--- src/core/sledi_consts.vh ---
// Constants for the status LED indicator block
`ifndef SLEDI_CONSTS_VH
`define SLEDI_CONSTS_VH

// Register byte offsets
`define SLEDI_OFF_CTRL 12'h000
`define SLEDI_OFF_STATUS 12'h004
`define SLEDI_OFF_IRQ_STAT 12'h008
`define SLEDI_OFF_IRQ_MASK 12'h00C
`define SLEDI_OFF_OVR_LEDS 12'h010

// Control register fields
`define SLEDI_CTRL_CONFIGURED 0
`define SLEDI_CTRL_CFG_FAULT 1
`define SLEDI_CTRL_LOW_SUPPLY 2
`define SLEDI_CTRL_FW_UPDATE 3
`define SLEDI_CTRL_RUNNING 4
`define SLEDI_CTRL_SCRIPT_EN 5
`define SLEDI_CTRL_RESET 32'h0000_0000

// Interrupt event bits
`define SLEDI_EV_TRAFFIC 0
`define SLEDI_EV_ERRFRAME 1
`define SLEDI_EV_OVERRUN 2
`define SLEDI_EV_BUSOFF 3
`define SLEDI_EV_PASSIVE 4
`define SLEDI_EV_W 5

// Timing, in microseconds, at a 20 ns clock
`define SLEDI_CLK_NS 20
`define SLEDI_SLOW_HALF_US 500000
`define SLEDI_FAST_HALF_US 125000
`define SLEDI_FLASH_US 20000
`define SLEDI_RUN_STEP_US 250000

`endif

--- src/core/sledi_top.v ---
// Status LED indicator with APB register slave
// What this block does
// - When configured and healthy the power LED is steady green.
// - Before configuration the power LED slow-blinks yellow and traffic stays off.
// - A firmware configuration fault slow-wavers power green/yellow and traffic yellow/red.
// - A low-supply fault slow-wavers power green/yellow and slow-blinks traffic yellow.
// - An idle channel leaves the traffic LED off.
// - Each CAN message gives a short yellow flash, each error frame a short red flash.
// - An error-passive channel fast-blinks traffic red.
// - An overrun holds traffic steady red until bus-off clears it.
// - During firmware update all traffic LEDs fast-blink yellow.
// - Slow blink has equal lit and unlit phases, repeating.
// - Fast blink has equal phases at a higher rate than slow blink.
// - Waver shows the second colour in place of the unlit phase.
// - A flash lights briefly per event and back-to-back events merge.
// - Running lights one colour at a time: power green, power yellow, traffic yellow, red.
// - Errors drive the red element of all traffic LEDs together.
// - A script may override any LED, with no default script indication.
`timescale 1ns/100ps
`default_nettype none
`include "sledi_consts.vh"

module sledi_top #(
	parameter SLOW_HALF = `SLEDI_SLOW_HALF_US * 1000 / `SLEDI_CLK_NS,
	parameter FAST_HALF = `SLEDI_FAST_HALF_US * 1000 / `SLEDI_CLK_NS,
	parameter FLASH_LEN = `SLEDI_FLASH_US * 1000 / `SLEDI_CLK_NS,
	parameter RUN_STEP = `SLEDI_RUN_STEP_US * 1000 / `SLEDI_CLK_NS
)(
	input wire pclk,
	input wire presetn,
	input wire psel,
	input wire penable,
	input wire pwrite,
	input wire [11:0] paddr,
	input wire [31:0] pwdata,
	output reg [31:0] prdata,
	output reg pready,
	output reg pslverr,
	input wire can_msg_event,
	input wire can_err_frame,
	input wire can_err_passive,
	input wire can_overrun,
	input wire can_bus_off,
	output reg power_indicator_label_green,
	output reg power_indicator_label_yellow,
	output reg traffic_yellow,
	output reg traffic_red,
	output reg irq
);

	// ----------------------------------------
	// Registers and bus
	// ----------------------------------------
	reg [5:0] ctrl;
	reg [`SLEDI_EV_W-1:0] irq_stat;
	reg [`SLEDI_EV_W-1:0] irq_mask;
	reg [3:0] ovr_leds;
	reg overrun_hold;
	reg [1:0] run_idx;
	wire flash_y_on;
	wire flash_r_on;
	wire wr = psel & penable & pwrite;
	wire rd_setup = psel & ~penable;
	wire mapped = (paddr == `SLEDI_OFF_CTRL) | (paddr == `SLEDI_OFF_STATUS) |
		(paddr == `SLEDI_OFF_IRQ_STAT) | (paddr == `SLEDI_OFF_IRQ_MASK) |
		(paddr == `SLEDI_OFF_OVR_LEDS);
	wire [`SLEDI_EV_W-1:0] ev;
	reg [31:0] next_rdata;

	assign ev = {can_err_passive, can_bus_off, can_overrun, can_err_frame, can_msg_event};

	// ----------------------------------------
	// Read path
	// ----------------------------------------
	always @*
	begin
		next_rdata = 32'h0000_0000;
		case (paddr)
			`SLEDI_OFF_CTRL: next_rdata = {26'h000_0000, ctrl};
			`SLEDI_OFF_STATUS: next_rdata = {24'h00_0000, run_idx, flash_r_on, flash_y_on,
				overrun_hold, can_err_passive, can_bus_off, 1'b0};
			`SLEDI_OFF_IRQ_STAT: next_rdata = {27'h000_0000, irq_stat};
			`SLEDI_OFF_IRQ_MASK: next_rdata = {27'h000_0000, irq_mask};
			`SLEDI_OFF_OVR_LEDS: next_rdata = {28'h000_0000, ovr_leds};
			default: next_rdata = 32'h0000_0000;
		endcase
	end

	// No wait state: answer in the cycle after the setup phase
	always @(posedge pclk or negedge presetn)
	begin
		if (!presetn)
		begin
			pready <= 1'b0;
			pslverr <= 1'b0;
			prdata <= 32'h0000_0000;
		end
		else
		begin
			pready <= rd_setup;
			pslverr <= rd_setup & ~mapped;
			prdata <= (rd_setup & ~pwrite) ? next_rdata : 32'h0000_0000;
		end
	end

	// ----------------------------------------
	// Write path
	// ----------------------------------------
	always @(posedge pclk or negedge presetn)
	begin
		if (!presetn)
		begin
			ctrl <= 6'h00;
			irq_mask <= 5'h00;
			ovr_leds <= 4'h0;
		end
		else if (wr & pready)
		begin
			if (paddr == `SLEDI_OFF_CTRL)
				ctrl <= pwdata[5:0];
			if (paddr == `SLEDI_OFF_IRQ_MASK)
				irq_mask <= pwdata[4:0];
			if (paddr == `SLEDI_OFF_OVR_LEDS)
				ovr_leds <= pwdata[3:0];
		end
	end

	// ----------------------------------------
	// Interrupt status
	// ----------------------------------------
	// Set wins over write-one-to-clear so no event is lost
	always @(posedge pclk or negedge presetn)
	begin
		if (!presetn)
		begin
			irq_stat <= 5'h00;
		end
		else if (wr & pready & (paddr == `SLEDI_OFF_IRQ_STAT))
		begin
			irq_stat <= (irq_stat & ~pwdata[4:0]) | ev;
		end
		else
		begin
			irq_stat <= irq_stat | ev;
		end
	end

	always @(posedge pclk or negedge presetn)
	begin
		if (!presetn)
		begin
			irq <= 1'b0;
		end
		else
		begin
			irq <= |(irq_stat & irq_mask);
		end
	end

	// ----------------------------------------
	// Pattern generators
	// ----------------------------------------
	reg [31:0] run_cnt;
	wire [1:0] blink_ph;
	wire [1:0] flash_on;
	wire [1:0] flash_hit;
	wire slow_ph;
	wire fast_ph;
	genvar g;

	assign flash_hit = {can_err_frame, can_msg_event};
	assign slow_ph = blink_ph[0];
	assign fast_ph = blink_ph[1];
	assign flash_y_on = flash_on[0];
	assign flash_r_on = flash_on[1];

	// Entry 0 is slow blink, entry 1 fast blink; equal phases in both
	// Fast differs only by its shorter half period, so both share one structure
	generate
		for (g = 0; g < 2; g = g + 1)
		begin : g_blink
			localparam [31:0] HALF = (g == 0) ? SLOW_HALF : FAST_HALF;
			reg [31:0] cnt;
			reg ph;

			always @(posedge pclk or negedge presetn)
			begin
				if (!presetn)
				begin
					cnt <= 32'h0000_0000;
					ph <= 1'b0;
				end
				else if (cnt >= HALF - 32'h0000_0001)
				begin
					cnt <= 32'h0000_0000;
					ph <= ~ph;
				end
				else
				begin
					cnt <= cnt + 32'h0000_0001;
				end
			end

			assign blink_ph[g] = ph;
		end
	endgenerate

	// ----------------------------------------
	// Running sequence
	// ----------------------------------------
	always @(posedge pclk or negedge presetn)
	begin
		if (!presetn)
		begin
			run_cnt <= 32'h0000_0000;
			run_idx <= 2'b00;
		end
		else if (!ctrl[`SLEDI_CTRL_RUNNING])
		begin
			// Parked on the first step so the sequence always opens on power green
			run_cnt <= 32'h0000_0000;
			run_idx <= 2'b00;
		end
		else if (run_cnt >= RUN_STEP - 1)
		begin
			run_cnt <= 32'h0000_0000;
			run_idx <= run_idx + 2'b01;
		end
		else
		begin
			run_cnt <= run_cnt + 32'h0000_0001;
		end
	end

	// ----------------------------------------
	// Flash stretchers
	// ----------------------------------------
	// Entry 0 yellow for messages, entry 1 red for error frames
	// Each event restarts the window, so a burst merges into steady light
	generate
		for (g = 0; g < 2; g = g + 1)
		begin : g_flash
			reg [31:0] cnt;
			reg on;

			always @(posedge pclk or negedge presetn)
			begin
				if (!presetn)
				begin
					cnt <= 32'h0000_0000;
					on <= 1'b0;
				end
				else if (flash_hit[g])
				begin
					cnt <= FLASH_LEN - 1;
					on <= 1'b1;
				end
				else if (cnt != 32'h0000_0000)
				begin
					cnt <= cnt - 32'h0000_0001;
				end
				else
				begin
					on <= 1'b0;
				end
			end

			assign flash_on[g] = on;
		end
	endgenerate

	// ----------------------------------------
	// Overrun latch
	// ----------------------------------------
	// Only bus-off releases it; when both arrive together the release wins
	always @(posedge pclk or negedge presetn)
	begin
		if (!presetn)
		begin
			overrun_hold <= 1'b0;
		end
		else if (can_bus_off)
		begin
			overrun_hold <= 1'b0;
		end
		else if (can_overrun)
		begin
			overrun_hold <= 1'b1;
		end
	end

	// ----------------------------------------
	// Indication priority
	// ----------------------------------------
	reg next_pg;
	reg next_py;
	reg next_ty;
	reg next_tr;

	always @*
	begin
		next_pg = 1'b0;
		next_py = 1'b0;
		next_ty = 1'b0;
		next_tr = 1'b0;
		if (ctrl[`SLEDI_CTRL_SCRIPT_EN])
		begin
			{next_pg, next_py, next_ty, next_tr} = ovr_leds;
		end
		else if (ctrl[`SLEDI_CTRL_RUNNING])
		begin
			next_pg = (run_idx == 2'd0);
			next_py = (run_idx == 2'd1);
			next_ty = (run_idx == 2'd2);
			next_tr = (run_idx == 2'd3);
		end
		else if (ctrl[`SLEDI_CTRL_CFG_FAULT])
		begin
			next_pg = slow_ph;
			next_py = ~slow_ph;
			next_ty = slow_ph;
			next_tr = ~slow_ph;
		end
		else if (ctrl[`SLEDI_CTRL_LOW_SUPPLY])
		begin
			next_pg = slow_ph;
			next_py = ~slow_ph;
			next_ty = slow_ph;
		end
		else if (!ctrl[`SLEDI_CTRL_CONFIGURED])
		begin
			next_py = slow_ph;
		end
		else
		begin
			next_pg = 1'b1;
			// Faults outrank flashes
			if (ctrl[`SLEDI_CTRL_FW_UPDATE])
				next_ty = fast_ph;
			else if (overrun_hold)
				next_tr = 1'b1;
			else if (can_err_passive)
				next_tr = fast_ph;
			else
			begin
				next_ty = flash_y_on;
				next_tr = flash_r_on;
			end
		end
	end

	// ----------------------------------------
	// LED output registers
	// ----------------------------------------
	always @(posedge pclk or negedge presetn)
	begin
		if (!presetn)
		begin
			power_indicator_label_green <= 1'b0;
			power_indicator_label_yellow <= 1'b0;
			traffic_yellow <= 1'b0;
			traffic_red <= 1'b0;
		end
		else
		begin
			power_indicator_label_green <= next_pg;
			power_indicator_label_yellow <= next_py;
			traffic_yellow <= next_ty;
			traffic_red <= next_tr;
		end
	end

endmodule
`default_nettype wire

--- config.mk ---
export PLATFORM = sky130hd
export DESIGN_NAME = sledi_top
export DESIGN_NICKNAME = d
export VERILOG_FILES = /design/src/core/sledi_top.v
export VERILOG_INCLUDE_DIRS = /design/src /design/src/core
export SDC_FILE = /design/constraint.sdc
export NUM_CORES = 1
export LEC_CHECK = 0
export ABC_AREA = 1
export ABC_CLOCK_PERIOD_IN_PS = 1840
export BUFFER_PORTS_ARGS = -buffer_cell sky130_fd_sc_hd__buf_2
export CAP_MARGIN = 5
export CORE_AREA = 2 2 212 214
export CTS_BUF_LIST = sky130_fd_sc_hd__clkbuf_4
export CTS_CLUSTER_SIZE = 14
export DETAILED_ROUTE_END_ITERATION = 12
export DIE_AREA = 0 0 214 216
export GPL_TIMING_DRIVEN = 1
export PLACE_DENSITY = 0.49
export SLEW_MARGIN = 20
export SYNTH_ARGS = -nofsm -noshare
export SYNTH_HDL_FRONTEND = slang
export SYNTH_SLANG_ARGS = --single-unit
--- constraint.sdc ---
create_clock -name pclk -period 1.84 [get_ports pclk]
set_input_delay 0.092 -clock pclk [delete_from_list [all_inputs] [get_ports pclk]]
set_output_delay 0.092 -clock pclk [all_outputs]
set_load 0.005 [all_outputs]
==> flow_metrics.py, run 1 <==
metrics = {
    "synthesis": {
        "synth-main-ff-cell": "dfrtp_1",
        "yosys_register_bits": 202,
        "yosys_warnings": 0,
        "number_of_flops_mapped_to_enable_cells_by_yosys": 0,
        "synth_top_area_cell": "dfrtp_1",
        "synth_top_cell_area_share": 0.466,
        "seq_area_frac_synth": 0.466,
        "postSynth.asyncResetShare": 1.00,
        "synth_area_leaders": "dfrtp_1 47%, nand2_1 12%, nor2_1 11%",
        "yosysUniqueCellTypes": 40,
        "synth_area_per_cell_um2": 7.51,
        "postSynthCellCount": 1445,
        "post_synth_instance_area_um2": 10900,
    },
    "clock_tree": {
        "cts_sinks": 202,
        "clk_pin_slew_ps": 60,
        "cts_max_path_buffers": 3,
        "htree_num_levels": 2,
        "cts-buffers-inserted": 60,
        "cts_root_buffer": "clkbuf_4",
        "cts_tree": "yes",
        "insertion_delay_ps": 800,
    },
    "layout": {
        "layout_common_cells": "333 x nand2_1, 317 x nor2_1, 202 x dfrtp_1",
        "design.final.nets": 1705,
        "layoutNonFillerInstCount": 2287,
        "areaGrowthSynthToFinish_pct": 23.0,
        "most_common_cell_after_layout_fill_and_taps_aside": "nand2_1",
        "design_area_um2": 13400,
        "fillers": 4770,
        "final_layout_size_suffix_gt1_frac": 0.136,
    },
    "hold_path": {
        "hold_path_cells": 3,
        "worstHoldEndpoint": "irq_stat[3]",
        "min_from": "can_bus_off",
        "classification_of_the_worst_slack_hold_path": "in2reg",
    },
    "placed_design": {
        "finalWeightedCongestion": 0.862,
        "post_dp_cell_area_um2": 12100,
        "place.detailed.hpwl_mm": 20.1,
        "placed_cells": 2125,
        "number_of_port_buffers": 42,
    },
    "power_and_ir_drop": {
        "relative_contribution_of_combinational_cells_to_total_power": 0.040,
        "seqPwrFrac": 0.494,
        "p_sw_frac": 0.261,
        "p_switching_uw": 2380,
        "share_clk_of_total_power": 0.466,
        "peakVddDrop_uv": 406,
        "power.density_cell_area_nw_per_um2": 684,
        "internal_power_uw": 6750,
        "p_leak_uw": 0.00593,
    },
    "route": {
        "drt_pass1_iterations": 5,
        "postRouteAntennaNets": 0,
        "wl_per_cell_um": 12.2,
        "drt_drc_violations_left": 0,
        "route.vias.total": 9590,
        "avgViaCountPerCell": 4.19,
        "routed_wirelength_mm": 28.0,
        "dr.first_iter.drc_count": 535,
    },
    "die": {
        "coreArea_um2": 43800,
        "fp.dieW_um": 214,
        "placement_rows": 77,
        "die_height_um": 216,
        "floorplan.initialDensity": 0.248,
        "num_io_pins": 93,
        "die_area_um2": 46200,
    },
    "sta": {
        "fin_setup_tns_ps": 0,
        "maxClockFrequency_mhz": 565,
        "post-route-min-period_ps": 1770,
        "grt_setup_unrepaired": "yes",
        "timing.clock.skew_ps": 53.1,
        "setup_viol": 0,
        "slew_violations": 0,
        "timing.final.crit_share": 0.963,
        "hold_viol_final": 0,
    },
    "worst_setup_path": {
        "worst_r2r_endpoint": "irq_stat[3]",
        "worst_r2r_startpoint": "pready",
        "timing.reg2reg.setup_slack_ps": 100,
        "crit_path_end_kind": "register",
        "timing.critical_path.from_type": "input pin",
        "worstPathMaxFanout": 6,
        "critical_path_type": "in2reg",
        "cp_data_required_time_ps": 2500,
        "cp-startpoint": "paddr[7]",
        "worst-endpoint-arrival_ps": 2430,
        "reg2reg_depth": 5,
    },
    "global_route": {
        "grt_use_total": 0.126,
        "grtUsageMet1": 0.163,
        "grt_pass1_wl_mm": 47.7,
        "groute.layer.met2.usage": 0.205,
        "pin_count_of_the_biggest_net_entering_global_routing": 58,
        "antenna_found_initial": 5,
        "grt_overflow": 0,
        "number_of_global_route_vias_before_repair": 9638,
        "busiest_layer": "met2",
        "global_route.usage.met3": 0.0345,
    },
    "status": {
        "outcome": "complete, no violations",
    },
    "flow_run": {
        "number_of_violations_of_the_max_capacitance_limit": 0,
    },
}
-- layer usage --
metal,vias to the layer above,routed length [um]
li1,4956,-
met5,-,27
met1,4422,13300
met2,167,12800
met3,41,1420
met4,4,480
-- synth_stat cells, types with 9 or more instances --
| master | n |
|---|---|
| xnor2_1 | 14 |
| ha_1 | 9 |
| dfrtp_1 | 202 |
| nand3_1 | 108 |
| buf_4 | 28 |
| a21oi_1 | 38 |
| inv_1 | 142 |
| nor3_1 | 42 |
| xor2_1 | 30 |
| nand2_1 | 334 |
| nor2_1 | 320 |
| o21bai_1 | 10 |
| nand4_1 | 39 |
| nor2_2 | 21 |
| o21ai_0 | 45 |
-- repair_timing --
item | in CTS | in global routing
hold buffers | 46 | 0
setup buffers | 0 | 1
resized for setup | 0 | 6
hold endpoints to repair | 299 | 0
endpoints found under the setup margin | 0 | 16
-- cells by family (layout without fill, tap and decap cells) --
logic type | after synthesis | count (layout) | synth area share
adders and majority gates | 9 | 9 | 0.0104
and+or+nand+nor | 898 | 898 | 0.357
other | 1 | 52 | 0.000346
xor gates and xnor gates | 44 | 44 | 0.0355
AOI/OAI and AO/OA | 103 | 103 | 0.0521
DFF | 202 | 202 | 0.466
buffers and inverters | 188 | 387 | 0.0787
-- critical path: stages --
cell and delay (ps):
dlygate4sd3_1 540, buf_2 120, nor2_1 130, nand2_1 100
nor2_2 280, nand2_1 100, nor2_2 260, nand2_1 80
dlygate4sd3_1 560, a21o_1 160
-- state kept, by name, indices dropped and copies added (netlist names), 2 cells and up --
register and cells:
run_cnt 32, g_flash.cnt 64, ovr_leds 4, prdata 8, ctrl 6, irq_stat 5, irq_mask 5, g_blink.cnt 64
run_idx 2
-- power by group through the flow --
| stage | Combinational, uW | Sequential, uW | Clock [uW] |
|---|---|---|---|
| finish | 368 | 4510 | 4260 |
| global route | 428 | 4520 | 4720 |
| CTS | 378 | 4510 | 4460 |
| detailed placement | 320 | 4600 | 0 |
| global placement | 317 | 4600 | 0 |
| floorplan | 151 | 4590 | 0 |
-- layout make-up --
cell class / count / area [um^2] / area share
Multi-Input combinational cell: 1102 / 5140 / 0.385
Clock inverter: 26 / 109 / 0.00815
Antenna cell: 4 / 10.0 / 0.000750
Timing Repair Buffer: 131 / 1120 / 0.0836
Sequential cell: 202 / 5050 / 0.379
Inverter: 145 / 544 / 0.0408
Clock buffer: 85 / 638 / 0.0478
Tap cell: 592 / 741 / 0.0555
-- worst max path at each step --
| stage | to | slack (ps) |
|---|---|---|
| 2_1_floorplan | g_flash[1].cnt[22] | 280 |
| 3_3_place_gp | g_flash[0].cnt[5] | 160 |
| 3_5_place_dp | g_flash[0].cnt[5] | 120 |
| 4_1_cts | ctrl[1] | 30 |
| 5_1_grt | run_cnt[18] | -40 |
| 6_report | irq_stat[3] | 70 |
-- metrics by stage --
stage,hold WS (ps),setup slack (ps),total power (uW),util
after floorplan,-204,276,4740,-
after global placement,84.2,160,4910,0.276
after detailed placement,85.2,116,4920,0.276
after CTS,96.6,25.2,9350,0.304
after global routing,67.0,-39.8,9660,0.305
final,167,68.6,9140,0.305
No activity file was read; power rests on OpenSTA's default activity.
==> run 2: changes to the inputs <==
--- a/config.mk
+++ b/config.mk
@@ -16,6 +16,7 @@
 export DETAILED_ROUTE_END_ITERATION = 12
 export DIE_AREA = 0 0 214 216
 export GPL_TIMING_DRIVEN = 1
+export MAX_ROUTING_LAYER = met4
 export PLACE_DENSITY = 0.49
 export SLEW_MARGIN = 20
 export SYNTH_ARGS = -nofsm -noshare
==> run 2 against run 1 <==
Compared with the run above: design area is essentially flat; worst setup slack lost 9.9 ps; die area is the same; first-iteration DRC count grew 5.6%.
==> flow_metrics.py, run 2 (same netlist as run 1, synthesis figures left out) <==
metrics = {
    "layout": {
        "seq_area_um2": 5050,
        "most_common_cell_after_layout_fill_and_taps_aside": "nand2_1",
        "design_area_um2": 13400,
        "multi_input_area_um2": 5140,
        "fillers": 4770,
        "layoutNonFillerInstCount": 2289,
        "final_layout_size_suffix_gt1_frac": 0.136,
        "layout_common_cells": "333 x nand2_1, 317 x nor2_1, 202 x dfrtp_1",
        "areaGrowthSynthToFinish_pct": 23.1,
        "design.final.nets": 1705,
        "reg.largest.list": "g_blink.cnt: 64 flops, g_flash.cnt: 64 flops, run_cnt: 32 flops",
    },
    "placed_design": {
        "placed_cells": 2125,
        "number_of_port_buffers": 42,
        "finalWeightedCongestion": 0.877,
        "post_dp_cell_area_um2": 12100,
        "place.detailed.hpwl_mm": 20.1,
    },
    "worst_setup_path": {
        "worstPathMaxFanout": 6,
        "crit_path_largest_cell_delay_ps": 560,
        "critical_path_type": "in2reg",
        "worst-endpoint-arrival_ps": 2440,
        "critical_path.cell_chain": "dlygate4sd3_1 -> buf_2 -> nor2_1 -> nand2_1 -> nor2_2 -> nand2_1 -> nor2_2 -> nand2_1 -> dlygate4sd3_1 -> a21o_1",
        "slowest_stage_cell_crit_path": "dlygate4sd3_1",
        "worst-path-buf-inv": 3,
        "crit_path_end_kind": "register",
        "cp_data_required_time_ps": 2500,
        "timing.critical_path.from_type": "input pin",
        "critPathTopFamily": "buffers and inverters",
        "path_common_cell": "nand2_1",
    },
    "clock_tree": {
        "insertion_delay_ps": 800,
        "cts-buffers-inserted": 60,
        "cts_tree": "yes",
        "htree_num_levels": 2,
        "cts_sinks": 202,
        "cts_max_path_buffers": 3,
        "clk_pin_slew_ps": 60,
        "cts_root_buffer": "clkbuf_4",
    },
    "global_route": {
        "number_of_global_route_vias_before_repair": 9637,
        "grt_overflow": 0,
        "antenna_found_initial": 5,
        "grt_use_total": 0.130,
        "pin_count_of_the_biggest_net_entering_global_routing": 58,
        "grt_pass1_wl_mm": 47.7,
    },
    "sta": {
        "hold_viol_final": 0,
        "maxClockFrequency_mhz": 561,
        "setup_viol": 0,
        "grt_setup_unrepaired": "yes",
        "slew_violations": 0,
        "timing.clock.skew_ps": 52.6,
        "post-route-min-period_ps": 1780,
        "timing.final.crit_share": 0.968,
    },
    "route": {
        "routed_wirelength_mm": 28.0,
        "route.vias.total": 9638,
        "wirelength_met1_mm": 13.2,
        "wl_per_cell_um": 12.2,
        "route.met2.wl_mm": 12.8,
        "drt_pass1_iterations": 5,
        "dr.first_iter.drc_count": 565,
        "met3WireLength_mm": 1.54,
        "highest-signal-layer": "met4",
        "drt_drc_violations_left": 0,
        "postRouteAntennaNets": 0,
        "avgViaCountPerCell": 4.21,
    },
    "die": {
        "die_area_um2": 46200,
        "floorplan.initialDensity": 0.248,
        "num_io_pins": 93,
        "placement_rows": 77,
        "die_height_um": 216,
        "fp.dieW_um": 214,
        "coreArea_um2": 43800,
    },
    "flow_run": {
        "number_of_violations_of_the_max_capacitance_limit": 0,
    },
    "power_and_ir_drop": {
        "peakVddDrop_uv": 409,
        "p_leak_uw": 0.00593,
        "fin_total_pwr_uw": 9130,
        "power.density_cell_area_nw_per_um2": 684,
    },
    "status": {
        "outcome": "complete, no violations",
    },
    "hold_path": {
        "classification_of_the_worst_slack_hold_path": "in2reg",
    },
}
[run 2: worst min-delay path, cell delays in order]
cell,delay [ps]
dlygate4sd3_1,550
buf_2,160
a21o_1,100
[run 2: final cells by class]
type                       count  share of cell area
multi-input combinational   1102               0.385
clock inverter                26             0.00815
timing repair buffer         131              0.0836
inverter                     145              0.0407
antenna                        6             0.00112
tap                          592              0.0555
clock buffer                  85              0.0478
sequential                   202               0.378
[run 2: path summary, 6_finish.rpt]
check                                  start            endpoint  slack, ps  depth (start not counted)
max                                 paddr[7]         irq_stat[3]         60                         10
min in group asynchronous            presetn  g_blink[0].cnt[18]        380                          3
max reg2reg                           pready         irq_stat[3]         90                          5
max in group asynchronous            presetn  g_flash[1].cnt[28]        810                          4
min reg2reg                g_blink[1].cnt[0]   g_blink[1].cnt[0]        460                          1
min                              can_bus_off         irq_stat[3]        180                          3
[run 2: metrics by stage]
step | setup WS, ps | hold slack (ps) | TNS (ps) | utilization
floorplan | 276 | -204 | 0 | -
global placement | 160 | 84.2 | 0 | 0.276
detailed placement | 116 | 85.2 | 0 | 0.276
CTS | 25.2 | 96.6 | 0 | 0.304
global route | -39.8 | 67.1 | -150 | 0.305
finish | 58.7 | 176 | 0 | 0.305
[run 2: per-layer routing]
| metal | vias up | GRT usage |
|---|---|---|
| li1 | 4959 | - |
| met1 | 4463 | 0.163 |
| met2 | 177 | 0.205 |
| met3 | 39 | 0.0345 |
| met4 | 0 | 0.0392 |
| met5 | - | - |
[run 2: repair_timing]
item | CTS | global route
buffers inserted | 0 | 1
hold endpoints to repair | 299 | 0
hold buffers | 46 | 0
setup endpoints to repair | 0 | 16
resized for setup | 0 | 6
[run 2: power by group]
group / switching [uW] / internal (uW) / total [uW]
logic: 240 / 128 / 368
registers: 24.9 / 4490 / 4510
clock network: 2120 / 2140 / 4250
total: 2380 / 6750 / 9130
